`src/rtl/dll_pkg.sv`:
```
`default_nettype none
package dll_pkg;
    // ------------------------------------------------------------
    // register byte addresses
    // ------------------------------------------------------------
    localparam logic [3:0] ADDR_OFFHOOK    = 4'h0;
    localparam logic [3:0] ADDR_POWER_PATH = 4'h4;
    localparam logic [3:0] ADDR_LINK_STAT  = 4'h8;
    localparam logic [3:0] ADDR_GAIN       = 4'hc;

    // ------------------------------------------------------------
    // field positions
    // ------------------------------------------------------------
    localparam int FOH_LSB  = 6;
    localparam int LM_LSB   = 0;
    localparam int BTE_BIT  = 7;
    localparam int PDN_BIT  = 6;
    localparam int PDL_BIT  = 5;
    localparam int LINE_VOLTAGE_FORCE_DISABLE_BIT = 4;
    localparam int HBE_BIT  = 2;
    localparam int FDT_BIT  = 3;
    localparam int BTD_BIT  = 0;
    localparam int ARL_LSB  = 2;
    localparam int ATL_LSB  = 0;

    // ------------------------------------------------------------
    // reset values
    // ------------------------------------------------------------
    localparam logic [7:0] RST_OFFHOOK    = 8'h40;
    localparam logic [7:0] RST_POWER_PATH = 8'h00;
    localparam logic [7:0] RST_GAIN       = 8'h0f;
    // writable masks (reserved "do not modify" bits are not stored and read as zero)
    localparam logic [7:0] MASK_OFFHOOK   = 8'hc3;
    localparam logic [7:0] MASK_GAIN      = 8'h0f;

    // ------------------------------------------------------------
    // off-hook counter lengths
    // ------------------------------------------------------------
    localparam int  MCLK_HZ     = 25_000_000;
    localparam int  FOH_MS_00   = 512;
    localparam int  FOH_MS_01   = 128;
    localparam int  FOH_MS_10   = 64;
    localparam int  FOH_MS_11   = 8;
    localparam int  CYC_PER_MS  = MCLK_HZ / 1000;

    typedef enum logic [1:0] {
        DLL_ON_HOOK  = 2'h0,
        DLL_OFF_HOOK = 2'h1,
        DLL_MONITOR  = 2'h2,
        DLL_RSVD     = 2'h3
    } dll_line_t;

    typedef enum logic [2:0] {
        DLL_ST_IDLE   = 3'b001,
        DLL_ST_COUNT  = 3'b010,
        DLL_ST_DONE   = 3'b100
    } dll_hook_st_t;
endpackage : dll_pkg
`default_nettype wire

```
`src/rtl/dll_daa_regs.sv`:
```
`timescale 1ns/1ps
`default_nettype none
module dll_daa_regs
    import dll_pkg::*;
#(
    parameter int CYC_512 = FOH_MS_00 * CYC_PER_MS,
    parameter int CYC_128 = FOH_MS_01 * CYC_PER_MS,
    parameter int CYC_64  = FOH_MS_10 * CYC_PER_MS,
    parameter int CYC_8   = FOH_MS_11 * CYC_PER_MS,
    parameter int LVS_W   = 8
) (
    input  wire logic             mclk,
    input  wire logic             nrst,
    // avalon-mm slave
    input  wire logic [3:0]       avs_address,
    input  wire logic             avs_read,
    input  wire logic             avs_write,
    input  wire logic [31:0]      avs_writedata,
    input  wire logic [3:0]       avs_byteenable,
    output logic [31:0]           avs_readdata,
    output logic                  avs_waitrequest,
    // controller line-state request
    input  wire logic             ctrl_line_valid,
    input  wire logic [1:0]       ctrl_line_state,
    // line-side inputs (asynchronous)
    input  wire logic             billing_tone_in,
    input  wire logic             frame_lock_in,
    input  wire logic             line_low_in,
    input  wire logic             line_zero_in,
    input  wire logic [LVS_W-1:0] line_voltage_raw,
    // line-side controls
    output logic [1:0]            line_state_select,
    output logic                  offhook_busy,
    output logic                  offhook_done,
    output logic                  device_powerdown,
    output logic                  line_side_powerdown,
    output logic                  hybrid_tx_connect,
    output logic [1:0]            analog_out_rx_gain,
    output logic [1:0]            analog_out_tx_gain,
    output logic                  analog_rx_mute,
    output logic                  analog_tx_mute,
    output logic [LVS_W-1:0]      line_voltage_status
);
    if (LVS_W < 1 || LVS_W > 32) begin : g_bad_width
        $error("LVS_W must be 1 to 32");
    end

    // ------------------------------------------------------------
    // input synchronisers
    // ------------------------------------------------------------
    logic [LVS_W+3:0] sync1_ff;
    logic [LVS_W+3:0] sync2_ff;
    logic             bt_s;
    logic             fl_s;
    logic             low_s;
    logic             zero_s;
    logic [LVS_W-1:0] lv_s;

    always_ff @(posedge mclk or negedge nrst) begin
        if (!nrst) begin
            sync1_ff <= '0;
            sync2_ff <= '0;
        end else begin
            sync1_ff <= {billing_tone_in, frame_lock_in, line_low_in,
                         line_zero_in, line_voltage_raw};
            sync2_ff <= sync1_ff;
        end
    end

    assign bt_s   = sync2_ff[LVS_W+3];
    assign fl_s   = sync2_ff[LVS_W+2];
    assign low_s  = sync2_ff[LVS_W+1];
    assign zero_s = sync2_ff[LVS_W];
    assign lv_s   = sync2_ff[LVS_W-1:0];

    // ------------------------------------------------------------
    // bus decode
    // ------------------------------------------------------------
    logic wr_off;
    logic wr_pwr;
    logic wr_gain;
    logic rd_stat;
    logic acc_ff;

    // one wait cycle: answer in the second cycle of each request
    always_ff @(posedge mclk or negedge nrst) begin
        if (!nrst)
            acc_ff <= 1'b0;
        else if (acc_ff)
            acc_ff <= 1'b0;
        else
            acc_ff <= avs_read | avs_write;
    end

    assign avs_waitrequest = (avs_read | avs_write) & ~acc_ff;

    always_comb begin
        wr_off  = 1'b0;
        wr_pwr  = 1'b0;
        wr_gain = 1'b0;
        if (avs_write && acc_ff && avs_byteenable[0]) begin
            if (avs_address == ADDR_OFFHOOK)
                wr_off = 1'b1;
            else if (avs_address == ADDR_POWER_PATH)
                wr_pwr = 1'b1;
            else if (avs_address == ADDR_GAIN)
                wr_gain = 1'b1;
        end
    end

    // clear on the edge that captures read data, so no new set is lost
    assign rd_stat = avs_read && !acc_ff && (avs_address == ADDR_LINK_STAT);

    // ------------------------------------------------------------
    // off-hook / line mode register
    // ------------------------------------------------------------
    logic [7:0] offhook_ff;
    logic [1:0] nxt_lm;

    always_comb begin
        nxt_lm = offhook_ff[LM_LSB +: 2];
        if (wr_off && avs_writedata[LM_LSB +: 2] != DLL_RSVD)
            nxt_lm = avs_writedata[LM_LSB +: 2];
        else if (ctrl_line_valid && ctrl_line_state != DLL_RSVD)
            nxt_lm = ctrl_line_state;
    end

    always_ff @(posedge mclk or negedge nrst) begin
        if (!nrst) begin
            offhook_ff <= RST_OFFHOOK;
        end else begin
            if (wr_off)
                offhook_ff[FOH_LSB +: 2] <= avs_writedata[FOH_LSB +: 2];
            offhook_ff[LM_LSB +: 2] <= nxt_lm;
        end
    end

    assign line_state_select = offhook_ff[LM_LSB +: 2];

    // ------------------------------------------------------------
    // power and path register
    // ------------------------------------------------------------
    logic [7:0] pwr_ff;

    always_ff @(posedge mclk or negedge nrst) begin
        if (!nrst)
            pwr_ff <= RST_POWER_PATH;
        else if (wr_pwr)
            pwr_ff <= avs_writedata[7:0];
    end

    assign device_powerdown    = pwr_ff[PDN_BIT];
    assign line_side_powerdown = pwr_ff[PDL_BIT];
    assign hybrid_tx_connect   = pwr_ff[HBE_BIT];

    // ------------------------------------------------------------
    // billing tone and frame status
    // ------------------------------------------------------------
    logic btd_ff;
    logic fdt_ff;

    always_ff @(posedge mclk or negedge nrst) begin
        if (!nrst)
            btd_ff <= 1'b0;
        else if (pwr_ff[BTE_BIT] && bt_s)
            btd_ff <= 1'b1;
        else if (rd_stat || !pwr_ff[BTE_BIT])
            btd_ff <= 1'b0;
    end

    always_ff @(posedge mclk or negedge nrst) begin
        if (!nrst)
            fdt_ff <= 1'b0;
        else
            fdt_ff <= fl_s;
    end

    // ------------------------------------------------------------
    // line voltage status
    // ------------------------------------------------------------
    logic [LVS_W-1:0] lvs_ff;
    logic [LVS_W-1:0] lv_prev_ff;

    // word is synced bit by bit: take it only once two samples agree
    always_ff @(posedge mclk or negedge nrst) begin
        if (!nrst)
            lv_prev_ff <= '0;
        else
            lv_prev_ff <= lv_s;
    end

    always_ff @(posedge mclk or negedge nrst) begin
        if (!nrst)
            lvs_ff <= '0;
        else if (zero_s)
            lvs_ff <= '0;
        else if (!pwr_ff[LINE_VOLTAGE_FORCE_DISABLE_BIT] && low_s)
            lvs_ff <= '0;
        else if (lv_s == lv_prev_ff)
            lvs_ff <= lv_s;
    end

    assign line_voltage_status = lvs_ff;

    // ------------------------------------------------------------
    // analog output gain register
    // ------------------------------------------------------------
    logic [7:0] gain_ff;

    always_ff @(posedge mclk or negedge nrst) begin
        if (!nrst)
            gain_ff <= RST_GAIN;
        else if (wr_gain)
            gain_ff <= avs_writedata[7:0] & MASK_GAIN;
    end

    assign analog_out_rx_gain = gain_ff[ARL_LSB +: 2];
    assign analog_out_tx_gain = gain_ff[ATL_LSB +: 2];
    assign analog_rx_mute     = (gain_ff[ARL_LSB +: 2] == 2'h3);
    assign analog_tx_mute     = (gain_ff[ATL_LSB +: 2] == 2'h3);

    // ------------------------------------------------------------
    // off-hook counter
    // ------------------------------------------------------------
    logic start_oh;

    assign start_oh = (nxt_lm == DLL_OFF_HOOK) &&
                      (line_state_select != DLL_OFF_HOOK);

    dll_offhook_timer #(
        .CYC_512 (CYC_512),
        .CYC_128 (CYC_128),
        .CYC_64  (CYC_64),
        .CYC_8   (CYC_8)
    ) u_timer (
        .mclk  (mclk),
        .nrst  (nrst),
        .start (start_oh),
        .abort (line_state_select != DLL_OFF_HOOK && !start_oh),
        .sel   (offhook_ff[FOH_LSB +: 2]),
        .busy  (offhook_busy),
        .done  (offhook_done)
    );

    // ------------------------------------------------------------
    // read data
    // ------------------------------------------------------------
    logic [7:0] rd_byte;

    always_comb begin
        rd_byte = 8'h00;
        if (avs_address == ADDR_OFFHOOK)
            rd_byte = offhook_ff & MASK_OFFHOOK;
        else if (avs_address == ADDR_POWER_PATH)
            rd_byte = pwr_ff;
        else if (avs_address == ADDR_LINK_STAT) begin
            rd_byte[FDT_BIT] = fdt_ff;
            rd_byte[BTD_BIT] = btd_ff;
        end else if (avs_address == ADDR_GAIN)
            rd_byte = gain_ff;
    end

    always_ff @(posedge mclk or negedge nrst) begin
        if (!nrst)
            avs_readdata <= 32'h00000000;
        else if (avs_read && !acc_ff)
            avs_readdata <= {24'h000000, rd_byte};
    end
endmodule : dll_daa_regs
`default_nettype wire

```
`src/rtl/dll_offhook_timer.sv`:
```
`timescale 1ns/1ps
`default_nettype none
module dll_offhook_timer
    import dll_pkg::*;
#(
    parameter int CYC_512 = FOH_MS_00 * CYC_PER_MS,
    parameter int CYC_128 = FOH_MS_01 * CYC_PER_MS,
    parameter int CYC_64  = FOH_MS_10 * CYC_PER_MS,
    parameter int CYC_8   = FOH_MS_11 * CYC_PER_MS
) (
    input  wire logic       mclk,
    input  wire logic       nrst,
    input  wire logic       start,
    input  wire logic       abort,
    input  wire logic [1:0] sel,
    output logic            busy,
    output logic            done
);
    // counts must fit the 24-bit down-counter
    if (CYC_8 < 1 || CYC_64 < 1 || CYC_128 < 1 || CYC_512 < 1 ||
        CYC_8 > 16777216 || CYC_64 > 16777216 ||
        CYC_128 > 16777216 || CYC_512 > 16777216) begin : g_bad_counts
        $error("off-hook counts must be 1 to 16777216");
    end

    dll_hook_st_t st_ff;
    logic [23:0]  cnt_ff;
    logic [23:0]  load;

    always_comb begin
        case (sel)
            2'h0:    load = 24'(CYC_512);
            2'h1:    load = 24'(CYC_128);
            2'h2:    load = 24'(CYC_64);
            default: load = 24'(CYC_8);
        endcase
    end

    always_ff @(posedge mclk or negedge nrst) begin
        if (!nrst) begin
            st_ff  <= DLL_ST_IDLE;
            cnt_ff <= 24'h000000;
        end else if (abort) begin
            st_ff  <= DLL_ST_IDLE;
            cnt_ff <= 24'h000000;
        end else begin
            case (st_ff)
                DLL_ST_IDLE: begin
                    if (start) begin
                        st_ff  <= DLL_ST_COUNT;
                        cnt_ff <= load - 24'h000001;
                    end
                end
                DLL_ST_COUNT: begin
                    if (cnt_ff == 24'h000000)
                        st_ff <= DLL_ST_DONE;
                    else
                        cnt_ff <= cnt_ff - 24'h000001;
                end
                DLL_ST_DONE: st_ff <= DLL_ST_DONE;
                default:     st_ff <= DLL_ST_IDLE;
            endcase
        end
    end

    assign busy = (st_ff == DLL_ST_COUNT);
    assign done = (st_ff == DLL_ST_DONE);
endmodule : dll_offhook_timer
`default_nettype wire

```
`config.mk`:
```
export PLATFORM = sky130hd
export DESIGN_NAME = dll_daa_regs
export DESIGN_NICKNAME = d
export VERILOG_FILES = /design/src/rtl/dll_pkg.sv /design/src/rtl/dll_daa_regs.sv /design/src/rtl/dll_offhook_timer.sv
export SDC_FILE = /design/constraint.sdc
export NUM_CORES = 1
export LEC_CHECK = 0
export BUFFER_PORTS_ARGS = -buffer_cell sky130_fd_sc_hd__buf_4
export CAP_MARGIN = 20
export CELL_PAD_IN_SITES_DETAIL_PLACEMENT = 1
export CELL_PAD_IN_SITES_GLOBAL_PLACEMENT = 2
export CORE_MARGIN = 5
export CORE_UTILIZATION = 34
export DETAILED_ROUTE_END_ITERATION = 8
export GPL_ROUTABILITY_DRIVEN = 0
export PLACE_DENSITY = 0.87
export REMOVE_ABC_BUFFERS = 1
export SLEW_MARGIN = 20
export SYNTH_ARGS = -nofsm -noshare
export SYNTH_HDL_FRONTEND = slang
export SYNTH_SLANG_ARGS = --single-unit
```
`constraint.sdc`:
```
create_clock -name mclk -period 4.2 [get_ports mclk]
set_input_delay 0.21 -clock mclk [delete_from_list [all_inputs] [get_ports mclk]]
set_output_delay 0.21 -clock mclk [all_outputs]
set_load 0.02 [all_outputs]
```
==> metrics.md, run 1 <==
| Metric | Value |
|---|---|
| Status | `finished clean` |
| Post-synth EDFFs | `0` |
| Worst Max-Slew Pin Slew | `0.783 ns` |
| Clk slew on worst S/H paths | `0.08 ns` |
| Most frequent cells in the layout | `dfrtp_1, buf_4, nor2_1` |
| ANT cells | `0` |
| Max-Slew Margin vs Limit | `47.4%` |
| Dpl hpwl | `9950 um` |
| Crit path DAT | `3.32 ns` |
| CP Data Required Time | `4.43 ns` |
| CP startpoint kind | `register` |
| Antenna violations before repair | `0` |
| Die Ht | `130 um` |
| CP Capture Type | `register` |
| Post-CTS resize count | `0` |
| Port bufs | `61` |
| Die width | `130 um` |
| Synth Warn # | `0` |
| Core ar. | `14,000 um^2` |
| Final wirelength | `14,100 um` |
| Post-DR vias/cell | `5.42` |
| Final Total Pwr | `0.00273 W` |
| DR vias | `3,960` |
| Die area | `16,900 um^2` |
| Remaining DRCs | `0` |
| Max VDD drop | `0.240 mV` |
| Slew Viols, Final | `0` |
| Initial Util | `35.0%` |
| Sink Count | `94` |
| HP Class | `input port to register` |
| Max Freq | `324 MHz` |
| Nets | `612` |
| Synth unique cells | `73` |
| Total GRT Usage | `17.3%` |
| Pwr dens | `469 nW/um^2` |
| Commonest non-fill, non-tap cell in the layout | `dfrtp_1` |
| CTS tree | `built` |
| Post-synthesis register bit count | `94` |
| Hold Path Depth | `3` |
| Mapped Cells | `481` |
| Post-Syn Area | `4900 um^2` |
| Worst Clk Skew | `0.0119 ns` |
| Vias in the first global route | `4,256` |
| Post-route ant nets | `0` |
| R2R cell count | `10` |
| Largest net degree at the start of global routing | `56` |
| Syn Area/Cell | `10.2 um^2` |
| Sequential area share after synthesis | `48.2%` |
| 1st-pass router iterations | `4` |
| Setup violations, final | `0` |
| Initial DRC Count | `295` |
| LEAKAGE | `2.64 nW` |
| TritonCTS Buffers | `9` |
| RSZ-0062 raised after global routing | `false` |
| Setup Buffers After CTS | `0` |
| Final setup TNS | `0 ns` |
| Synthesis-to-finish area growth | `18.9%` |
| Max_cap viols | `0` |
| Hold_buf cts | `13` |
| Root Driver | `clkbuf_16` |
| Critical-path maximum fanout | `14` |
| Final hold violations | `0` |
| Std cell rows | `43` |
| Fraction of registers with async set/reset | `100%` |
| Min Tclk post-route | `3.09 ns` |
| FILL cells | `1,575` |
| Clk Latency, worst-skew pair | `0.35 ns` |
| H-tree Lvls | `3` |
| I/O Pins | `113` |
| Final period util | `73.5%` |
| Critical path class | `register to register` |
| GRT overflow | `0` |
| First-pass GRT wire length | `22,900 um` |
| CTS max path bufs | `2` |
| Routed len/inst | `19.4 um` |
| Ys flop type | `dfrtp_1` |
| Share of layout cells above drive strength 1 | `20.0%` |
metrics by stage:
stage / setup slack (ns) / hold slack [ns] / util, % / std cells / instance area [um^2]
6_report: 1.11 / 0.0812 / 41.6 / 730 / 5820
3_5_place_dp: 1.16 / 0.321 / 38.6 / 701 / 5400
4_1_cts: 1.14 / 0.0701 / 41.6 / 730 / 5820
2_1_floorplan: 0.789 / -0.0856 / - / 456 / 4690
3_3_place_gp: 1.28 / 0.319 / 38.6 / 701 / 5400
5_1_grt: 0.904 / 0.0853 / 41.6 / 730 / 5820
power breakdown:
group | leakage (nW) | switching, W | internal (W) | total (W)
Sequential | 1.18 | 0.000120 | 0.00100 | 0.00112
Clock | 0.141 | 0.000392 | 0.000415 | 0.000808
Combinational | 1.32 | 0.000503 | 0.000296 | 0.000799
Total | 2.64 | 0.00101 | 0.00172 | 0.00273
cells in the mapped netlist, drive strengths merged, types with 3 or more instances:
cell     instances  area, um^2
and4b            3        30.0
mux2i           11         110
ha               8         100
a31oi            5        31.3
nor3            15        86.3
mux2            12         135
o2bb2ai          8        70.1
nor3b            4        30.0
dfrtp           88        2200
nand3b           5        37.5
a21oi           17        85.1
clkbuf          12        45.0
inv              9        33.8
nand3           11        60.1
nor2            39         146
and3             3        18.8
a32o             5        50.1
a22oi            4        30.0
o21ai           28         140
nor4            16         106
or3              8        50.1
nand2           38         153
buf             36         251
a22o             7        61.3
dfstp            6         158
xor2            10        87.6
nor2b            4        25.0
nand4            3        18.8
a211oi           4        30.0
or4              4        30.0
o31ai            6        58.8
and2             5        31.3
nand2b           8        50.1
logic make-up after synthesis:
kind of cell / Yosys count / synth area share, %
XOR/XNOR: 11 / 1.97
adder cells (fa/ha/maj): 8 / 2.04
buffers and inverters: 57 / 6.74
flip-flops: 94 / 48.2
multiplexers: 24 / 5.47
AO/OA/AOI/OAI: 113 / 16.5
other: 1 / 0.0766
AND/OR/NAND/NOR: 173 / 19.0
critical path, cell delays in order, from the launching register on:
cell and delay [ns]:
dfstp_2 0.56, or3b_1 0.14, inv_2 0.06, nand2_1 0.08, ha_1 0.46, nor4b_1 0.28, nand4b_1 0.23, a32oi_1 0.60
nor3b_1 0.26, o21ai_0 0.11, o2bb2ai_1 0.17
flip-flops by register name, summed over array words and instances (netlist names), 2 cells and up:
signal               flops
lv_prev_ff               8
u_timer.st_ff            3
sync1_ff                12
gain_ff                  4
line_voltage_status      8
sync2_ff                12
line_state_select        2
offhook_ff               2
u_timer.cnt_ff          24
pwr_ff                   8
avs_readdata             8
cell type report:
type	instances	area, um^2	area share (%)
Multi-Input combinational cell	353	2290	39.4
Clock inverter	7	66.3	1.14
Timing Repair Buffer	78	618	10.6
Inverter	9	33.8	0.580
Tap cell	180	225	3.87
Sequential cell	94	2360	40.5
Clock buffer	9	225	3.87
per-layer routing:
metal / track usage (%) / routed length [um]
met1: 22.5 / 6140
met2: 29.1 / 7160
met3: 2.58 / 573
met4: 6.54 / 263
met5: 0 / 0
final timing paths:
check	startpoint	end	slack [ns]
worst min-delay path	avs_writedata[4]	pwr_ff[4]	0.08
worst min register to register	sync1_ff[2]	sync2_ff[2]	0.35
worst max register to register	u_timer.st_ff[0]	u_timer.cnt_ff[20]	1.11
max in group asynchronous	nrst	sync2_ff[5]	2.72
min in group asynchronous	nrst	u_timer.cnt_ff[6]	0.45
worst max-delay path	u_timer.st_ff[0]	u_timer.cnt_ff[20]	1.11
Power figures use the tool's default switching activity.
==> run 2: changes to the inputs <==
ABC_AREA = 1   (was not set)
CORE_UTILIZATION = 28   (was 34)
PLACE_DENSITY = 0.81   (was 0.87)
clock period = 2.6 ns   (was 4.2 ns; I/O delays follow)
==> run 2 against run 1 <==
Effect of this change: via count increased by 5.2%; global-route usage decreased by 3.3 points; sequential power increased by 60%; power increased by 67%; critical path depth increased by 4; wire length decreased by 5.3%; combinational power increased by 83%; setup slack got worse by 0.79 ns; utilization decreased by 6.9 points; count of clock-buffer cells in the layout increased by 1; synthesized area increased by 1.0%.
==> metrics.md, run 2 <==
| Metric | Value |
|---|---|
| Sequential area share after synthesis | `47.7% (-0.49 points)` |
| Mapped Cells | `599 (+25%)` |
| CP Capture Type | `register` |
| RSZ-0062 raised after global routing | `false` |
| Pwr dens | `760 nW/um^2 (+62%)` |
| Share of layout cells above drive strength 1 | `19.9% (-0.058 points)` |
| Die width | `143 um (+9.9%)` |
| Ys flop type | `dfrtp_1` |
| Most frequent cells in the layout | `nand2_1, dfrtp_1, buf_4` |
| Critical path class | `register to register` |
| Critical-path maximum fanout | `13 (-1)` |
| Synth top area share | `44.5% (-0.45 points)` |
| Initial Util | `28.6% (-6.4 points)` |
| Core ar. | `17,300 um^2 (+24%)` |
| Post-DR vias/cell | `4.57 (-16%)` |
| Post-route ant nets | `0 (unchanged)` |
| Worst Max-Slew Pin Slew | `0.615 ns (-0.168 ns)` |
| Utilization after layout | `34.7% (-6.9 points)` |
| Setup WS pre-CTS | `0.326 ns (-0.838 ns)` |
| Crit path DAT | `2.52 ns (-0.80 ns)` |
| CTS tree | `built` |
| Die Ht | `143 um (+9.9%)` |
| Max FFs per register | `24 (unchanged)` |
| Final wirelength | `13,400 um (-5.3%)` |
| I/O Pins | `113 (unchanged)` |
| Commonest cells in the netlist | `nand2_1, dfrtp_1, inv_1` |
| Antenna violations before repair | `0 (unchanged)` |
| Initial DRC Count | `182 (-38%)` |
| Synth area leaders | `dfrtp_1, nand2_1, nand3_1` |
| Synth Warn # | `0 (unchanged)` |
| Clk slew on worst S/H paths | `0.07 ns (about the same)` |
| Slowest-stage cell, CP | `dfstp_2` |
| CTS max path bufs | `2 (unchanged)` |
| Worst path max stage delay | `0.56 ns (-0.04 ns)` |
| Total GRT Usage | `14.0% (-3.3 points)` |
| Worst Clk Skew | `0.00694 ns (-0.00494 ns)` |
| Clk Latency, worst-skew pair | `0.35 ns (about the same)` |
| Crit path cell chain | `inv_2 > nand3_4 > inv_2 > nand2_1 > ha_1 > inv_1 > nor2_2 > nand3_1 > nand2_1 > nand2_1 > nand2_1 > nand3_1 > nand3_1 > nand2_1` |
| LEAKAGE | `2.98 nW (+13%)` |
| 1st-pass router iterations | `4 (unchanged)` |
| GRT overflow | `0 (unchanged)` |
| Worst Setup Slack, final | `0.322 ns (-0.793 ns)` |
| Nets | `749 (+22%)` |
| Max_cap viols | `0 (unchanged)` |
| Synth unique cells | `41 (-44%)` |
| Commonest non-fill, non-tap cell in the layout | `nand2_1` |
| Root Driver | `clkbuf_16` |
| CP startpoint kind | `register` |
| Final period util | `87.6% (+14 points)` |
| Most frequent cell on the critical path | `nand2_1` |
| Vias in the first global route | `4,618 (+8.5%)` |
| TritonCTS Buffers | `9 (unchanged)` |
| Post-synth EDFFs | `0 (unchanged)` |
| Std cell rows | `48 (+12%)` |
| Status | `finished clean` |
| Synthesis-to-finish area growth | `21.3%` |
| HP Class | `input port to register` |
| Dpl hpwl | `10,200 um (+2.1%)` |
| Post-Syn Area | `4950 um^2 (+1.0%)` |
| Die area | `20,400 um^2 (+21%)` |
| Port bufs | `61 (unchanged)` |
| Setup violations, final | `0 (unchanged)` |
| First-pass GRT wire length | `22,800 um (-0.48%)` |
| Post-synthesis register bit count | `94 (unchanged)` |
| Sink Count | `94 (unchanged)` |
| Max VDD drop | `0.366 mV (+52%)` |
| Setup Buffers After CTS | `0 (unchanged)` |
| Remaining DRCs | `0 (unchanged)` |
| Max-Slew Margin vs Limit | `59.0% (+12 points)` |
| Storage element area | `2360 um^2 (unchanged)` |
| Max Freq | `439 MHz (+35%)` |
| Routed len/inst | `14.7 um (-24%)` |
| Syn Area/Cell | `8.26 um^2 (-19%)` |
| Final setup TNS | `0 ns (unchanged)` |
| H-tree Lvls | `3 (unchanged)` |
| Min Tclk post-route | `2.28 ns (-0.807 ns)` |
| Final hold violations | `0 (unchanged)` |
| Count leader, synth | `nand2_1` |
| Registers with the most flip-flops | `u_timer.cnt_ff x24, sync1_ff x12, sync2_ff x12` |
| Area of the multi-input gates | `2120 um^2 (-7.7%)` |
| ANT cells | `0 (unchanged)` |
| Slew Viols, Final | `0 (unchanged)` |
| Leading area contributor after synthesis | `dfrtp_1` |
| R2R Setup Slk | `0.32 ns (-0.79 ns)` |
| Top reg by flops | `u_timer.cnt_ff` |
| Largest net degree at the start of global routing | `54 (-3.6%)` |
| DR vias | `4,165 (+5.2%)` |
| Fraction of registers with async set/reset | `100% (unchanged)` |
| FILL cells | `2,114 (+34%)` |
| CP Data Required Time | `2.84 ns (-1.59 ns)` |
## run 2: cell count changes after synthesis, sizes merged, moves of 12 or more
| cell | change |
|---|---|
| xnor2 | +12 |
| nor2 | +18 |
| clkbuf | -12 |
| o21ai | +27 |
| nand3 | +45 |
| inv | +64 |
| nor4 | -15 |
| nand2 | +123 |
## run 2: final timing paths
path / from / endpoint / cells after the start
max: u_timer.st_ff[0] / u_timer.cnt_ff[20] / 14
min: avs_writedata[6] / offhook_ff[6] / 3
max reg2reg: u_timer.st_ff[0] / u_timer.cnt_ff[20] / 14
min reg2reg: sync1_ff[6] / sync2_ff[6] / 0
max in group asynchronous: nrst / u_timer.st_ff[0] / 3
min in group asynchronous: nrst / u_timer.cnt_ff[23] / 2
## run 2: metal layers
metal	routed length (um)	vias to the layer above	GRT usage [%]
li1	-	2023	-
met1	5820	2031	17.1
met2	6720	90	24.4
met3	567	21	2.55
met4	280	0	5.30
met5	0	-	0
## run 2: final cells by class
cell class              instances  area share, %
clock inverters                 6          0.834
repair buffers                 84           11.3
multi-input cells             419           35.3
well taps                     225           4.69
clock buffers                  10           3.98
flip-flops and latches         94           39.3
inverters                      74           4.63
## run 2: cell families after synthesis
group,after synthesis,synth area share (%)
AOI/OAI and AO/OA,77,8.93
xor gates and xnor gates,19,3.36
buffers and inverters,109,11.3
muxes,1,0.228
other,1,0.0758
and+or+nand+nor,290,26.4
adders and majority gates,8,2.02
DFF,94,47.7
## run 2: worst max-delay path: cells and delay by family (launching register included)
kind                       cells  cell delay (ns)
and+or+nand+nor               10             1.22
DFF                            1             0.56
buffers and inverters          3             0.23
adders and majority gates      1             0.14
## run 2: timing repair
action,in CTS,in global routing
hold endpoints to repair,49,0
hold buffers,14,0
resized for setup,0,0
setup endpoints to repair,0,0
## run 2: metrics by stage
stage	hold slack [ns]	cell area (um^2)	total power (W)	instances
global placement	0.187	5570	0.00323	882
detailed placement	0.203	5570	0.00328	882
floorplan	-0.166	4750	0.00276	587
CTS	0.000562	6000	0.00463	912
global route	0.0284	6000	0.00489	912
finish	0.0139	6000	0.00456	912
## run 2: power by group
group	leakage [nW]	internal, W	switching (W)
sequential	1.17	0.00165	0.000145
clock	0.142	0.000690	0.000614
combinational	1.67	0.000492	0.000969
==> run 3: changes to the inputs <==
PLACE_DENSITY = 0.82   (was 0.81)
SYNTH_HIERARCHICAL = 1   (was not set)
==> run 3 against run 2 <==
Effect of this change: power grew 2.3%; utilization shrank 0.52 points; critical endpoint is now u_timer/cnt_ff[18]; count of clock-buffer cells in the layout shrank 1; setup slack gained 0.060 ns; clock skew grew 0.0028 ns; sequential power is essentially flat; flip-flop and latch count is the same; clock power is essentially flat; synthesized cell count grew 13%; critical path type unchanged; critical path depth is the same.
==> metrics.md, run 3 <==
| Metric | Value |
|---|---|
| Post-synthesis mux area share | `0% (-0.23 points)` |
| Synthesis-to-finish area growth | `21.4% (about the same)` |
| H-tree Lvls | `3 (unchanged)` |
| Commonest cells in the netlist | `nand2_1, dfrtp_1, inv_1` |
| Max_cap viols | `0 (unchanged)` |
| Clk slew on worst S/H paths | `0.08 ns (about the same)` |
| Crit path DAT | `2.47 ns (-0.05 ns)` |
| Worst R2R Start | `offhook_ff[6]` |
| Post-route ant nets | `0 (unchanged)` |
| Total GRT Usage | `13.3% (-0.68 points)` |
| Pwr dens | `737 nW/um^2 (-3.0%)` |
| Design area | `6330 um^2 (+5.5%)` |
| HP Class | `input port to register` |
| First-pass GRT wire length | `23,100 um (+1.5%)` |
| CP startpoint | `offhook_ff[6]` |
| Syn Area/Cell | `7.71 um^2 (-6.6%)` |
| Antenna violations before repair | `0 (unchanged)` |
| Synth Warn # | `6 (+6)` |
| Registers with the most flip-flops | `u_timer/cnt_ff x24, sync1_ff x12, sync2_ff x12` |
| CP Data Required Time | `2.85 ns (about the same)` |
| Final hold violations | `0 (unchanged)` |
| Status | `finished clean` |
| 1st-pass router iterations | `4 (unchanged)` |
| Synth unique cells | `39 (-4.9%)` |
| RSZ-0062 raised after global routing | `false` |
| ANT cells | `0 (unchanged)` |
| Max Freq | `451 MHz (+2.7%)` |
| Root Driver | `clkbuf_16` |
| FILL cells | `2,295 (+8.6%)` |
| Post-Synth XOR/XNOR Area | `1.18% (-2.2 points)` |
| CTS tree | `built` |
| Fraction of registers with async set/reset | `100% (unchanged)` |
| Core ar. | `18,500 um^2 (+7.1%)` |
| Initial DRC Count | `169 (-7.1%)` |
| Die width | `146 um (+2.5%)` |
| Max FFs per register | `24 (unchanged)` |
| Setup Buffers After CTS | `0 (unchanged)` |
| Largest net degree at the start of global routing | `51 (-5.6%)` |
| Final wirelength | `13,800 um (+2.9%)` |
| Remaining DRCs | `0 (unchanged)` |
| I/O Pins | `113 (unchanged)` |
| Post-synthesis register bit count | `94 (unchanged)` |
| GRT overflow | `0 (unchanged)` |
| Max VDD drop | `0.325 mV (-11%)` |
| Ys flop type | `dfrtp_1` |
| Port bufs | `61 (unchanged)` |
| DR vias | `4,375 (+5.0%)` |
| Routed len/inst | `13.8 um (-6.0%)` |
| Synth area leaders | `dfrtp_1, nand2_1, inv_1` |
| Critical-path maximum fanout | `6 (-7)` |
| Share of layout cells above drive strength 1 | `18.8% (-1.1 points)` |
| Vias in the first global route | `4,440 (-3.9%)` |
| Count leader, synth | `nand2_1` |
| Post-DR vias/cell | `4.38 (-4.1%)` |
| Min Tclk post-route | `2.22 ns (-0.0597 ns)` |
| Die area | `21,400 um^2 (+5.0%)` |
| Commonest non-fill, non-tap cell in the layout | `nand2_1` |
| CP startpoint kind | `register` |
| Most frequent cells in the layout | `nand2_1, dfrtp_1, inv_1` |
| Mapped Cells | `676 (+13%)` |
| Final setup TNS | `0 ns (unchanged)` |
| Post-synthesis adder-cell area fraction | `1.68% (-0.34 points)` |
| Hold path startpoint | `avs_writedata[4]` |
| Largest family of logic cells by synthesized area | `simple AND/OR/NAND/NOR gates` |
| Final hold slack | `0.0244 ns (+0.0105 ns)` |
| Nets | `826 (+10%)` |
| Setup violations, final | `0 (unchanged)` |
| Leading area contributor after synthesis | `dfrtp_1` |
| TritonCTS Buffers | `9 (unchanged)` |
| Top reg by flops | `u_timer/cnt_ff` |
| Post-Synth Simple-Gate Area | `31.4% (+5.0 points)` |
| Max-Slew Margin vs Limit | `53.5% (-5.5 points)` |
| CTS max path bufs | `2 (unchanged)` |
| Std cell rows | `50 (+4.2%)` |
| Initial Util | `28.2% (-0.45 points)` |
| CP Capture Type | `register` |
| Worst Clk Skew | `0.00979 ns (+0.00284 ns)` |
| Synth top area share | `42.2% (-2.3 points)` |
| Sequential area share after synthesis | `45.3% (-2.4 points)` |
| Critical path class | `register to register` |
| Sink Count | `94 (unchanged)` |
| LEAKAGE | `3.31 nW (+11%)` |
| Slew Viols, Final | `0 (unchanged)` |
| Post-synth EDFFs | `0 (unchanged)` |
| Worst Max-Slew Pin Slew | `0.698 ns (+0.0824 ns)` |
| Clk Latency, worst-skew pair | `0.36 ns (about the same)` |
| Placed cell area | `5890 um^2 (+5.7%)` |
| Final period util | `85.3% (-2.3 points)` |
| Die Ht | `146 um (+2.5%)` |
| Dpl hpwl | `10,600 um (+4.2%)` |
| Post-Syn Area | `5210 um^2 (+5.4%)` |
| Area fraction in compound gates after synthesis | `8.74% (-0.19 points)` |
## run 3: worst max-delay path, stage by stage, from the launching register on
cell     delay [ns]
dfstp_2        0.59
inv_1          0.09
ha_1           0.25
inv_1          0.09
nand2_1        0.09
nand2_1        0.18
nand2_1        0.12
nor2_1         0.15
nand2_1        0.07
nand2_1        0.13
nand2_2        0.10
nand3_1        0.08
nand2_1        0.05
nand3_1        0.07
nand2_1        0.06
## run 3: final timing paths
kind,to,slack (ns),depth (start not counted)
max,u_timer/cnt_ff[18],0.38,14
min,pwr_ff[4],0.02,3
max reg2reg,u_timer/cnt_ff[18],0.38,14
min reg2reg,sync2_ff[7],0.35,0
max in group asynchronous,offhook_ff[6],1.56,3
min in group asynchronous,lv_prev_ff[5],0.31,2
## run 3: per-stage QoR
stage,total power (W),std cells,setup WS (ns),utilization [%]
after floorplan,0.00282,664,0.267,-
after global placement,0.00334,969,0.388,31.8
after detailed placement,0.00336,969,0.376,31.8
after CTS,0.00475,999,0.375,34.2
after global routing,0.00502,999,0.206,34.2
final,0.00467,999,0.381,34.2
## run 3: metal layers
metal  wire (um)  global-route usage, %  vias to the layer above
li1            -                      -                     2241
met1        6840                   18.4                     2063
met2        6340                   21.2                       61
met3         440                   2.70                       10
met4         172                   3.67                        0
met5           0                      0                        -
## run 3: power breakdown
part	internal, W	switching, W
Combinational	0.000519	0.00101
Sequential	0.00166	0.000145
Clock	0.000675	0.000656
## run 3: kinds of logic after synthesis
group           after synthesis
other cells                   1
simple gates                370
compound gates               72
buf+inv                     125
fa+ha+maj                     7
xor+xnor                      7
flops                        94
## run 3: what timing repair did
| action | 4_1_cts | 5_1_grt |
|---|---|---|
| gates resized for setup | 0 | 0 |
| endpoints found under the hold margin | 57 | 0 |
| hold buffers | 14 | 0 |
## run 3: area by class of cell
type                       instances  area [um^2]  area share [%]
clock buffer                       9          225            3.56
tap                              234          293            4.62
timing repair buffer              85          711            11.2
inverter                          90          338            5.34
clock inverter                     7         68.8            1.09
multi-input combinational        480         2340            36.9
sequential                        94         2360            37.3
